[config.mk]
export PLATFORM = sky130hd
export DESIGN_NAME = ocd_decoder
export DESIGN_NICKNAME = d
export VERILOG_FILES = /design/src/rtl/ocd_pkg.sv /design/src/rtl/ocd_pulse_if.sv /design/src/rtl/ocd_decoder.sv /design/src/rtl/ocd_pulse_gen.sv
export VERILOG_INCLUDE_DIRS = /design/src /design/src/rtl
export SDC_FILE = /design/constraint.sdc
export NUM_CORES = 1
export LEC_CHECK = 0
export BUFFER_PORTS_ARGS = -buffer_cell sky130_fd_sc_hd__buf_2
export CAP_MARGIN = 20
export CORE_ASPECT_RATIO = 0.5
export CORE_MARGIN = 1
export CORE_UTILIZATION = 48
export CTS_BUF_LIST = sky130_fd_sc_hd__clkbuf_8
export DETAILED_ROUTE_END_ITERATION = 12
export GPL_TIMING_DRIVEN = 1
export PLACE_DENSITY = 0.78
export SLEW_MARGIN = 20
export SYNTH_ARGS = -nofsm -noshare
export SYNTH_HDL_FRONTEND = slang
export SYNTH_SLANG_ARGS = --single-unit
[constraint.sdc]
create_clock -name i_clk -period 2.8 [get_ports i_clk]
set_input_delay 0.14 -clock i_clk [delete_from_list [all_inputs] [get_ports i_clk]]
set_output_delay 0.14 -clock i_clk [all_outputs]
set_load 0.02 [all_outputs]
[src/rtl/ocd_consts.svh]
`ifndef OCD_CONSTS_SVH
`define OCD_CONSTS_SVH
`define OCD_OP_COL_LO 4'h0
`define OCD_OP_COL_HI 4'h1
`define OCD_OP_SCRL_SETUP 8'h26
`define OCD_OP_SCRL_ON 8'h2F
`define OCD_OP_SCRL_OFF 8'h2E
`define OCD_OP_START_LINE 2'h1
`define OCD_OP_CONTRAST 8'h81
`define OCD_OP_LUT 8'h91
`define OCD_RST_NIBBLE 4'h0
`define OCD_RST_START_LINE 6'h00
`define OCD_RST_CONTRAST 8'h80
`define OCD_RST_STEP_COLS 3'h1
`define OCD_RST_PAGE 3'h0
`define OCD_RST_INTERVAL 2'h0
`define OCD_RST_PULSE 6'h3F
`define OCD_FRAMES_00 9'h00C
`define OCD_FRAMES_01 9'h040
`define OCD_FRAMES_10 9'h080
`define OCD_FRAMES_11 9'h100
`define OCD_PULSE_D_CLKS 7'h40
`endif

[src/rtl/ocd_pkg.sv]
package ocd_pkg;
  typedef enum logic [2:0] {
    OCD_IDLE,
    OCD_SCRL,
    OCD_CONTRAST,
    OCD_LUT
  } ocd_state_t;
endpackage

[src/rtl/ocd_pulse_if.sv]
`timescale 1ns/1ps
interface ocd_pulse_if;
  logic start;
  logic [5:0] width;
  logic busy;
  modport ctl (output start, output width, input busy);
  modport gen (input start, input width, output busy);
endinterface

[src/rtl/ocd_decoder.sv]
`timescale 1ns/1ps
`include "ocd_consts.svh"
module ocd_decoder
  import ocd_pkg::*;
(
  // clock and reset
  input wire logic i_clk,
  input wire logic i_rstn,
  // host port
  input wire logic i_dc,
  input wire logic i_rw,
  input wire logic i_en,
  input wire logic [7:0] i_data,
  // settings
  output logic [7:0] o_col_addr,
  output logic [5:0] o_start_line,
  output logic [7:0] o_contrast,
  output logic o_scroll_on,
  output logic [2:0] o_scroll_cols,
  output logic [2:0] o_scroll_first,
  output logic [2:0] o_scroll_last,
  output logic [8:0] o_scroll_frames,
  output logic [5:0] o_pw_bank0,
  output logic [5:0] o_pw_a,
  output logic [5:0] o_pw_b,
  output logic [5:0] o_pw_c,
  output logic [6:0] o_pw_d,
  // bank 0 drive pulse
  input wire logic i_drive_bank0,
  output logic o_pulse_bank0
);
  // ------------------------------
  // state
  // ------------------------------
  ocd_state_t st_ff, nxt_st;
  logic [1:0] idx_ff, nxt_idx;
  logic [3:0] col_lo_ff, nxt_col_lo, col_hi_ff, nxt_col_hi;
  logic [5:0] line_ff, nxt_line;
  logic [7:0] con_ff, nxt_con;
  logic scr_ff, nxt_scr;
  logic [2:0] cols_ff, nxt_cols, first_ff, nxt_first, last_ff, nxt_last;
  logic [1:0] intv_ff, nxt_intv;
  logic [5:0] pw_ff [4];
  logic [5:0] nxt_pw [4];
  logic [8:0] frames_ff, nxt_frames;
  logic pulse_ff;
  logic wr;
  ocd_pulse_if pif();

  assign wr = !i_dc && !i_rw && i_en;

  // ------------------------------
  // decoder
  // ------------------------------
  always_comb begin
    nxt_st = st_ff;
    nxt_idx = idx_ff;
    nxt_col_lo = col_lo_ff;
    nxt_col_hi = col_hi_ff;
    nxt_line = line_ff;
    nxt_con = con_ff;
    nxt_scr = scr_ff;
    nxt_cols = cols_ff;
    nxt_first = first_ff;
    nxt_last = last_ff;
    nxt_intv = intv_ff;
    nxt_pw = pw_ff;
    if (wr) begin
      case (st_ff)
        OCD_IDLE: begin
          if (i_data[7:4] == `OCD_OP_COL_LO) begin
            nxt_col_lo = i_data[3:0];
          end else if (i_data[7:4] == `OCD_OP_COL_HI) begin
            nxt_col_hi = i_data[3:0];
          end else if (i_data[7:6] == `OCD_OP_START_LINE) begin
            nxt_line = i_data[5:0];
          end else if (i_data == `OCD_OP_SCRL_SETUP) begin
            nxt_st = OCD_SCRL;
            nxt_idx = 2'h0;
          end else if (i_data == `OCD_OP_SCRL_ON) begin
            nxt_scr = 1'b1;
          end else if (i_data == `OCD_OP_SCRL_OFF) begin
            nxt_scr = 1'b0;
          end else if (i_data == `OCD_OP_CONTRAST) begin
            nxt_st = OCD_CONTRAST;
          end else if (i_data == `OCD_OP_LUT) begin
            nxt_st = OCD_LUT;
            nxt_idx = 2'h0;
          end
        end
        OCD_SCRL: begin
          nxt_idx = idx_ff + 2'h1;
          case (idx_ff)
            2'h0: nxt_cols = i_data[2:0];
            2'h1: nxt_first = i_data[2:0];
            2'h2: nxt_intv = i_data[1:0];
            default: begin
              nxt_last = i_data[2:0];
              nxt_st = OCD_IDLE;
            end
          endcase
        end
        OCD_CONTRAST: begin
          nxt_con = i_data;
          nxt_st = OCD_IDLE;
        end
        OCD_LUT: begin
          nxt_pw[idx_ff] = i_data[5:0];
          nxt_idx = idx_ff + 2'h1;
          if (idx_ff == 2'h3) begin
            nxt_st = OCD_IDLE;
          end
        end
        default: nxt_st = OCD_IDLE;
      endcase
    end
  end

  always_comb begin
    case (nxt_intv)
      2'h0: nxt_frames = `OCD_FRAMES_00;
      2'h1: nxt_frames = `OCD_FRAMES_01;
      2'h2: nxt_frames = `OCD_FRAMES_10;
      default: nxt_frames = `OCD_FRAMES_11;
    endcase
  end

  always_ff @(posedge i_clk) begin
    if (!i_rstn) begin
      st_ff <= OCD_IDLE;
      idx_ff <= 2'h0;
      col_lo_ff <= `OCD_RST_NIBBLE;
      col_hi_ff <= `OCD_RST_NIBBLE;
      line_ff <= `OCD_RST_START_LINE;
      con_ff <= `OCD_RST_CONTRAST;
      scr_ff <= 1'b0;
      cols_ff <= `OCD_RST_STEP_COLS;
      first_ff <= `OCD_RST_PAGE;
      last_ff <= `OCD_RST_PAGE;
      intv_ff <= `OCD_RST_INTERVAL;
      frames_ff <= `OCD_FRAMES_00;
      for (int i = 0; i < 4; i++) begin
        pw_ff[i] <= `OCD_RST_PULSE;
      end
      pulse_ff <= 1'b0;
    end else begin
      st_ff <= nxt_st;
      idx_ff <= nxt_idx;
      col_lo_ff <= nxt_col_lo;
      col_hi_ff <= nxt_col_hi;
      line_ff <= nxt_line;
      con_ff <= nxt_con;
      scr_ff <= nxt_scr;
      cols_ff <= nxt_cols;
      first_ff <= nxt_first;
      last_ff <= nxt_last;
      intv_ff <= nxt_intv;
      frames_ff <= nxt_frames;
      pw_ff <= nxt_pw;
      pulse_ff <= pif.busy;
    end
  end

  // ------------------------------
  // bank 0 pulse
  // ------------------------------
  assign pif.start = i_drive_bank0;
  assign pif.width = pw_ff[0];
  ocd_pulse_gen u_pulse (
    .i_clk(i_clk),
    .i_rstn(i_rstn),
    .pif(pif)
  );

  assign o_col_addr = {col_hi_ff, col_lo_ff};
  assign o_start_line = line_ff;
  assign o_contrast = con_ff;
  assign o_scroll_on = scr_ff;
  assign o_scroll_cols = cols_ff;
  assign o_scroll_first = first_ff;
  assign o_scroll_last = last_ff;
  assign o_scroll_frames = frames_ff;
  assign o_pw_bank0 = pw_ff[0];
  assign o_pw_a = pw_ff[1];
  assign o_pw_b = pw_ff[2];
  assign o_pw_c = pw_ff[3];
  assign o_pw_d = `OCD_PULSE_D_CLKS;
  assign o_pulse_bank0 = pulse_ff;

  // ------------------------------
  // checks
  // ------------------------------
  chk_lo_nibble: assert property (@(posedge i_clk) disable iff (!i_rstn)
    wr && st_ff == OCD_IDLE && i_data[7:4] == 4'h0 |=> o_col_addr[3:0] == $past(i_data[3:0]))
    else $error("lower column nibble not loaded");
  chk_hi_nibble: assert property (@(posedge i_clk) disable iff (!i_rstn)
    wr && st_ff == OCD_IDLE && i_data[7:4] == 4'h1 |=> o_col_addr[7:4] == $past(i_data[3:0]))
    else $error("upper column nibble not loaded");
  chk_reset_vals: assert property (@(posedge i_clk)
    !i_rstn |=> o_col_addr == 8'h00 && o_start_line == 6'h00 && o_contrast == 8'h80)
    else $error("reset values wrong");
  chk_start_line: assert property (@(posedge i_clk) disable iff (!i_rstn)
    wr && st_ff == OCD_IDLE && i_data[7:6] == 2'h1 |=> o_start_line == $past(i_data[5:0]))
    else $error("start line not loaded");
  chk_contrast: assert property (@(posedge i_clk) disable iff (!i_rstn)
    wr && st_ff == OCD_CONTRAST |=> o_contrast == $past(i_data))
    else $error("contrast not stored");
  chk_param_hold: assert property (@(posedge i_clk) disable iff (!i_rstn)
    st_ff == OCD_CONTRAST && !wr |=> st_ff == OCD_CONTRAST)
    else $error("parameter wait left without a write");
  chk_scroll_on: assert property (@(posedge i_clk) disable iff (!i_rstn)
    wr && st_ff == OCD_IDLE && (i_data == 8'h2F || i_data == 8'h2E) |=> o_scroll_on == $past(i_data[0]))
    else $error("scroll activate wrong");
  chk_frames: assert property (@(posedge i_clk) disable iff (!i_rstn)
    st_ff == OCD_SCRL && idx_ff == 2'h2 && wr && i_data[1:0] == 2'h0 |=> o_scroll_frames == 9'h00C)
    else $error("frame interval wrong");
  chk_pulse_len: assert property (@(posedge i_clk) disable iff (!i_rstn)
    i_drive_bank0 && !pif.busy && pw_ff[0] == 6'h00 |=> pif.busy ##1 !pif.busy)
    else $error("pulse width wrong");
  chk_lut_end: assert property (@(posedge i_clk) disable iff (!i_rstn)
    st_ff == OCD_LUT && idx_ff == 2'h3 && wr |=> st_ff == OCD_IDLE && o_pw_c == $past(i_data[5:0]))
    else $error("lut colour C not stored");
  cov_scroll: cover property (@(posedge i_clk) disable iff (!i_rstn) st_ff == OCD_SCRL ##[1:20] st_ff == OCD_IDLE);
  cov_lut: cover property (@(posedge i_clk) disable iff (!i_rstn) st_ff == OCD_LUT && idx_ff == 2'h3 && wr);
  cov_pulse: cover property (@(posedge i_clk) disable iff (!i_rstn) $rose(o_pulse_bank0));
endmodule

[src/rtl/ocd_pulse_gen.sv]
`timescale 1ns/1ps
module ocd_pulse_gen (
  // clock and reset
  input wire logic i_clk,
  input wire logic i_rstn,
  // request
  ocd_pulse_if.gen pif
);
  logic [6:0] cnt_ff;
  logic [6:0] nxt_cnt;
  always_comb begin
    nxt_cnt = cnt_ff;
    if (cnt_ff != 7'h00) begin
      nxt_cnt = cnt_ff - 7'h01;
    end else if (pif.start) begin
      nxt_cnt = {1'b0, pif.width} + 7'h01;
    end
  end
  always_ff @(posedge i_clk) begin
    if (!i_rstn) begin
      cnt_ff <= 7'h00;
    end else begin
      cnt_ff <= nxt_cnt;
    end
  end
  assign pif.busy = (cnt_ff != 7'h00);
endmodule

**Word level (Yosys, flattened, before mapping)**

Cells that the tools add are included.

- Input port bits: 14
- Logic and storage cells: 111
- Register bits after elaboration: 80

- Add/subtract/negate cells: 3
- Bitwise operators: 6
- Eq/ne operators: 25
- Magnitude comparators: 2
- Multiplexer cells: 31
- Reductions and logical operators: 26

Operator list:

| operator | count |
|---|---|
| $mux W3 | 10 |
| $pmux W9 S3 | 1 |
| $bwmux W24 | 1 |
| $eq A8 B6 Y1 const B | 3 |
| $mux W2 | 11 |
| $reduce_and A9 Y1 | 2 |
| $eq A8 B8 Y1 const B | 2 |
| $mux W7 | 2 |
| $demux W6 S2 | 1 |
| $ne A3 B3 Y1 const B | 4 |
| $reduce_and A3 Y1 | 4 |
| $ne A2 B2 Y1 const B | 5 |
| $pmux W3 S3 | 1 |
| $add A6 B1 Y7 const B | 1 |
| $reduce_and A7 Y1 | 1 |
| $reduce_bool A7 Y1 | 1 |
| $sub A7 B1 Y7 const B | 1 |
| $eq A2 B1 Y1 const B | 3 |
| $eq A2 B2 Y1 const B | 3 |
| $eq A3 B2 Y1 const B | 2 |
| $mux W6 | 1 |
| $reduce_bool A2 Y1 | 3 |
| $not A1 Y1 | 5 |
| $reduce_and A5 Y1 | 1 |
| 18 further kinds | 24 |

**Depth between registers and ports, before layout**

- Word-level depth: 10
- Gate-level depth with buffers: 7
- Gate-level depth less buffers: 6

**Hierarchy**

From an unflattened synthesis, not the netlist that was laid out.

- Cell total of the unflattened synthesis: 379
- Area, all modules: 3314.4 sq um

By module, submodules not included:

| module | cells an instance | instances | area an instance (sq um) |
|---|---|---|---|
| ocd_decoder | 317 | 1 | 2808.9 |
| ocd_pulse_gen | 62 | 1 | 505.5 |

**Worst setup path after synthesis**

No wires, ideal clock.

- Path kind: register -> register
- From: reg st_ff[0]
- To: reg col_hi_ff[0]
- Data arrival time: 2.009 ns
- Cell stages (with the launch flop): 7
- Setup time: 0.123 ns
- Slack: 0.668 ns
- Clock period less this slack: 2.132 ns
- Cells stage by stage: dfxtp_1 > buf_6 > or4b_4 > or3_1 > or4b_1 > buf_2 > mux2i_1

- Word-level cells in the longest chain between the ends: 2

RTL lines:

| element | RTL line | source |
|---|---|---|
| start: declaration | ocd_decoder.sv:35 | `ocd_state_t st_ff, nxt_st;` |
| start signal: assignment | ocd_decoder.sv:147 | `st_ff <= nxt_st;` |
| $logic_not A3 Y1 | ocd_decoder.sv:69 | `case (st_ff)` |
| $reduce_and A4 Y1 (no line) | n/a |  |
| end signal: assignment | ocd_decoder.sv:133 | `` col_hi_ff <= `OCD_RST_NIBBLE; `` |
| end signal: assignment | ocd_decoder.sv:150 | `col_hi_ff <= nxt_col_hi;` |
| end: declaration | ocd_decoder.sv:37 | `logic [3:0] col_lo_ff, nxt_col_lo, col_hi_ff, nxt_col_hi;` |

No other way between the ends.
A chain may end at the register's enable or synchronous reset.

**Final worst setup path**

- From: reg st_ff[0]
- To: reg col_hi_ff[1]

Same word-level chain as after synthesis.

==> flow_summary.json <==
{
  "worst_slack_ps": 559.0,
  "ys_warn_count": 0,
  "ctsResizeCount": 0,
  "worst_path_max_delay_cell": "or4b_4",
  "cp-start-kind": "register",
  "path_buf_inv": 0,
  "routed_wl_mm": 7.765,
  "drt_iter0_markers": 289,
  "synth_adder_area_share_pct": 2.691,
  "grt_max_degree": 40,
  "crit_type": "reg -> reg",
  "yosysSeqAreaShare_pct": 45.52,
  "yosysUniqueCellTypes": 46,
  "p_switching_uw": 708.0,
  "setup_viol": 0,
  "initial_core_util_pct": 51.61,
  "synth_commonest_cells": "dfxtp_1, nand2_1, nor2_1",
  "synth_cells": 379,
  "clk_latency_ps": 340,
  "synth_compound_area_share_pct": 9.573,
  "syn_area_per_cell_um2": 8.587,
  "drv_cap": 0,
  "r2r_slack_ps": 560,
  "cp.required_ps": 3020,
  "holdCritPathClass": "in -> reg",
  "worst_hold_slack_ps": 118.4,
  "vias_per_cell": 5.312,
  "drtAntennaViolNets": 0,
  "grt_pass1_vias": 2364,
  "dp_hpwl_mm": 5.272,
  "overflow": 0,
  "htreeDepth": 3,
  "clock_power_share_pct": 34.8,
  "skew_ps": 9.318,
  "vias": 2842,
  "cts.clk_slew.worst_paths_ps": 80,
  "path_cells": "or4b_4 > or3_1 > or4b_1 > mux2i_1",
  "endpoint_kind": "register",
  "final_nets": 463,
  "whs_path_depth": 3,
  "core_um2": 6306,
  "drc": 0,
  "sw_frac_of_total_pct": 29.38,
  "fmax_mhz": 446.2,
  "gp_congestion": 0.8119,
  "drive_above_1_share_pct": 22.82,
  "slew_viol_final": 0,
  "synth_flop_cell": "dfxtp_1",
  "fp.dieArea_um2": 7133,
  "synth_top_cell_area_share_pct": 45.52,
  "synth_top_family_by_area": "simple AND/OR/NAND/NOR gates",
  "hp-start": "i_data[7]",
  "die_y_um": 60.23,
  "synth_seq_cells": 74,
  "numCtsBuffers": 9,
  "synth-simple-area-share_pct": 24.64,
  "fillCellCount": 602,
  "reg2reg_to": "col_hi_ff[1]$_SDFFE_PN0P_",
  "synth.area.top_cells": "dfxtp_1, mux2i_1, nand2_1",
  "synth.most_common_cell": "dfxtp_1",
  "syn2layout_area_growth_pct": 17.45,
  "cts_buffer_depth": 2,
  "finalCritPeriodShare_pct": 80.04,
  "cts_hold_buf": 0,
  "leakagePower_nw": 1.722,
  "ys_async_sr_fraction_pct": 0,
  "grt_setup_unrepaired": "false",
  "portBuffers": 75,
  "antenna_found_initial": 0,
  "dpl-instance-area_um2": 3618,
  "dp_slack_ps": 591.9,
  "worstRegToRegCells": 4,
  "max-slew-margin-rel_pct": 51.21,
  "r2r-start": "st_ff[0]$_SDFFE_PN0P_",
  "layout_min_cycle_time_ps": 2241,
  "p_per_area_nw_per_um2": 630.4,
  "cp_top_family": "simple AND/OR/NAND/NOR gates",
  "synth_xor_area_share_pct": 1.615,
  "numClockSinks": 74,
  "intPower_mw": 1.702,
  "comb_power_share_pct": 17.4,
  "die_w_um": 118.4,
  "grt_pass1_wl_mm": 11.75,
  "arrival_ps": 2470,
  "firstDrtPassIters": 4,
  "ir_drop_uv": 317.8,
  "synth_edf_count": 0,
  "status": "completed",
  "synth_mux_area_share_pct": 8.651,
  "fin_setup_tns_ps": 0,
  "clock-root-buffer": "clkbuf_8",
  "cp.depth": 4,
  "rows": 20,
  "post_drt_wl_per_cell_um": 14.51,
  "cts_setup_buffers": 0,
  "min_to": "o_contrast[7]$_SDFFE_PN1P_",
  "max_slew.worst_pin.slew_ps": 731.1,
  "grt_usage_pct": 21.49,
  "seq_power_share_pct": 47.8,
  "ioPinCount": 87,
  "syn_area_um2": 3254,
  "max_stage_delay_ps": 610,
  "yosys.area.top_type": "dfxtp_1",
  "path_max_fanout": 8,
  "finalInstanceArea_um2": 3822,
  "cts_tree": "built",
  "num_antenna_cells": 0,
  "final-hold-violation-count": 0,
  "fin_total_pwr_mw": 2.410
}
state kept, by name, indices dropped and copies added (netlist names), 2 cells and up:
| signal | cells |
|---|---|
| col_hi_ff | 4 |
| col_lo_ff | 4 |
| idx_ff | 2 |
| intv_ff | 2 |
| o_contrast | 8 |
| o_pw_a | 6 |
| o_pw_b | 6 |
| o_pw_bank0 | 6 |
| o_pw_c | 6 |
| o_scroll_cols | 3 |
| o_scroll_first | 3 |
| o_scroll_frames | 4 |
| o_scroll_last | 3 |
| o_start_line | 6 |
| st_ff | 2 |
| u_pulse.cnt_ff | 7 |
kinds of logic (layout without fill, tap and decap cells):
family                   after synthesis  after routing
AO/OA/AOI/OAI                         53             53
buffers and inverters                 47            106
flip-flops                            74             74
multiplexers                          28             28
adder cells (fa/ha/maj)                7              7
AND/OR/NAND/NOR                      162            162
XOR/XNOR                               6              6
other                                  2             11
power by group through the flow:
stage	clock, mW	sequential [mW]	combinational [mW]
floorplan	0	1.17	0.328
global placement	0	1.17	0.398
detailed placement	0	1.17	0.414
CTS	0.852	1.15	0.416
global route	0.897	1.16	0.463
finish	0.840	1.15	0.419
routing by layer:
layer | GRT usage, % | wire length [um] | vias up
met2 | 34.79 | 3504 | 114
met4 | 7.414 | 55 | 0
met3 | 5.439 | 567 | 7
li1 | - | - | 1404
met5 | 0 | 0 | -
met1 | 28.41 | 3638 | 1317
through the flow:
step	std cells	utilization (%)
final	535	60.62
after CTS	535	60.62
after global routing	535	60.62
after global placement	519	57.38
after floorplan	388	-
after detailed placement	519	57.38
cells in the final DEF (no fill, tap or decap), drive strengths merged, types with 2 or more instances in the layout:
| cell type | netlist | final |
|---|---|---|
| clkbuf | 23 | 10 |
| or4b | 2 | 2 |
| a32o | 2 | 2 |
| nand3b | 2 | 2 |
| buf | 14 | 80 |
| a31oi | 2 | 2 |
| clkinvlp | 0 | 3 |
| conb | 2 | 11 |
| nand3 | 27 | 27 |
| ha | 7 | 7 |
| inv | 10 | 10 |
| nand2 | 52 | 52 |
| nand4b | 4 | 4 |
| o21ai | 28 | 28 |
| clkinv | 0 | 2 |
| xnor2 | 3 | 3 |
| or3 | 5 | 5 |
| and4b | 2 | 2 |
| xor2 | 3 | 3 |
| and3 | 5 | 5 |
| nor3 | 4 | 4 |
| o311ai | 2 | 2 |
| nor4b | 2 | 2 |
| mux2i | 27 | 27 |
| nand4 | 2 | 2 |
| nor2 | 47 | 47 |
| nor3b | 2 | 2 |
| dfxtp | 74 | 74 |
| a21oi | 11 | 11 |
worst max path at each step:
stage / startpoint / end
2_1_floorplan: st_ff[0]$_SDFFE_PN0P_ / col_hi_ff[0]$_SDFFE_PN0P_
3_3_place_gp: st_ff[0]$_SDFFE_PN0P_ / col_hi_ff[1]$_SDFFE_PN0P_
3_5_place_dp: st_ff[0]$_SDFFE_PN0P_ / col_hi_ff[0]$_SDFFE_PN0P_
4_1_cts: st_ff[0]$_SDFFE_PN0P_ / col_hi_ff[1]$_SDFFE_PN0P_
5_1_grt: st_ff[0]$_SDFFE_PN0P_ / col_hi_ff[1]$_SDFFE_PN0P_
6_report: st_ff[0]$_SDFFE_PN0P_ / col_hi_ff[1]$_SDFFE_PN0P_
final cells by class:
class	count	area, um^2	share of cell area (%)
multi-input cells	267	1577	41.24
flip-flops and latches	74	1481	38.76
repair buffers	80	412.9	10.80
clock buffers	10	137.6	3.601
well taps	88	110.1	2.881
clock inverters	6	66.31	1.735
inverters	10	37.54	0.9820
worst min-delay path, cell delays in order:
cell,delay (ps)
buf_2,140
nand3_1,70
nand3_1,70
No activity file was read; power rests on OpenSTA's default activity.
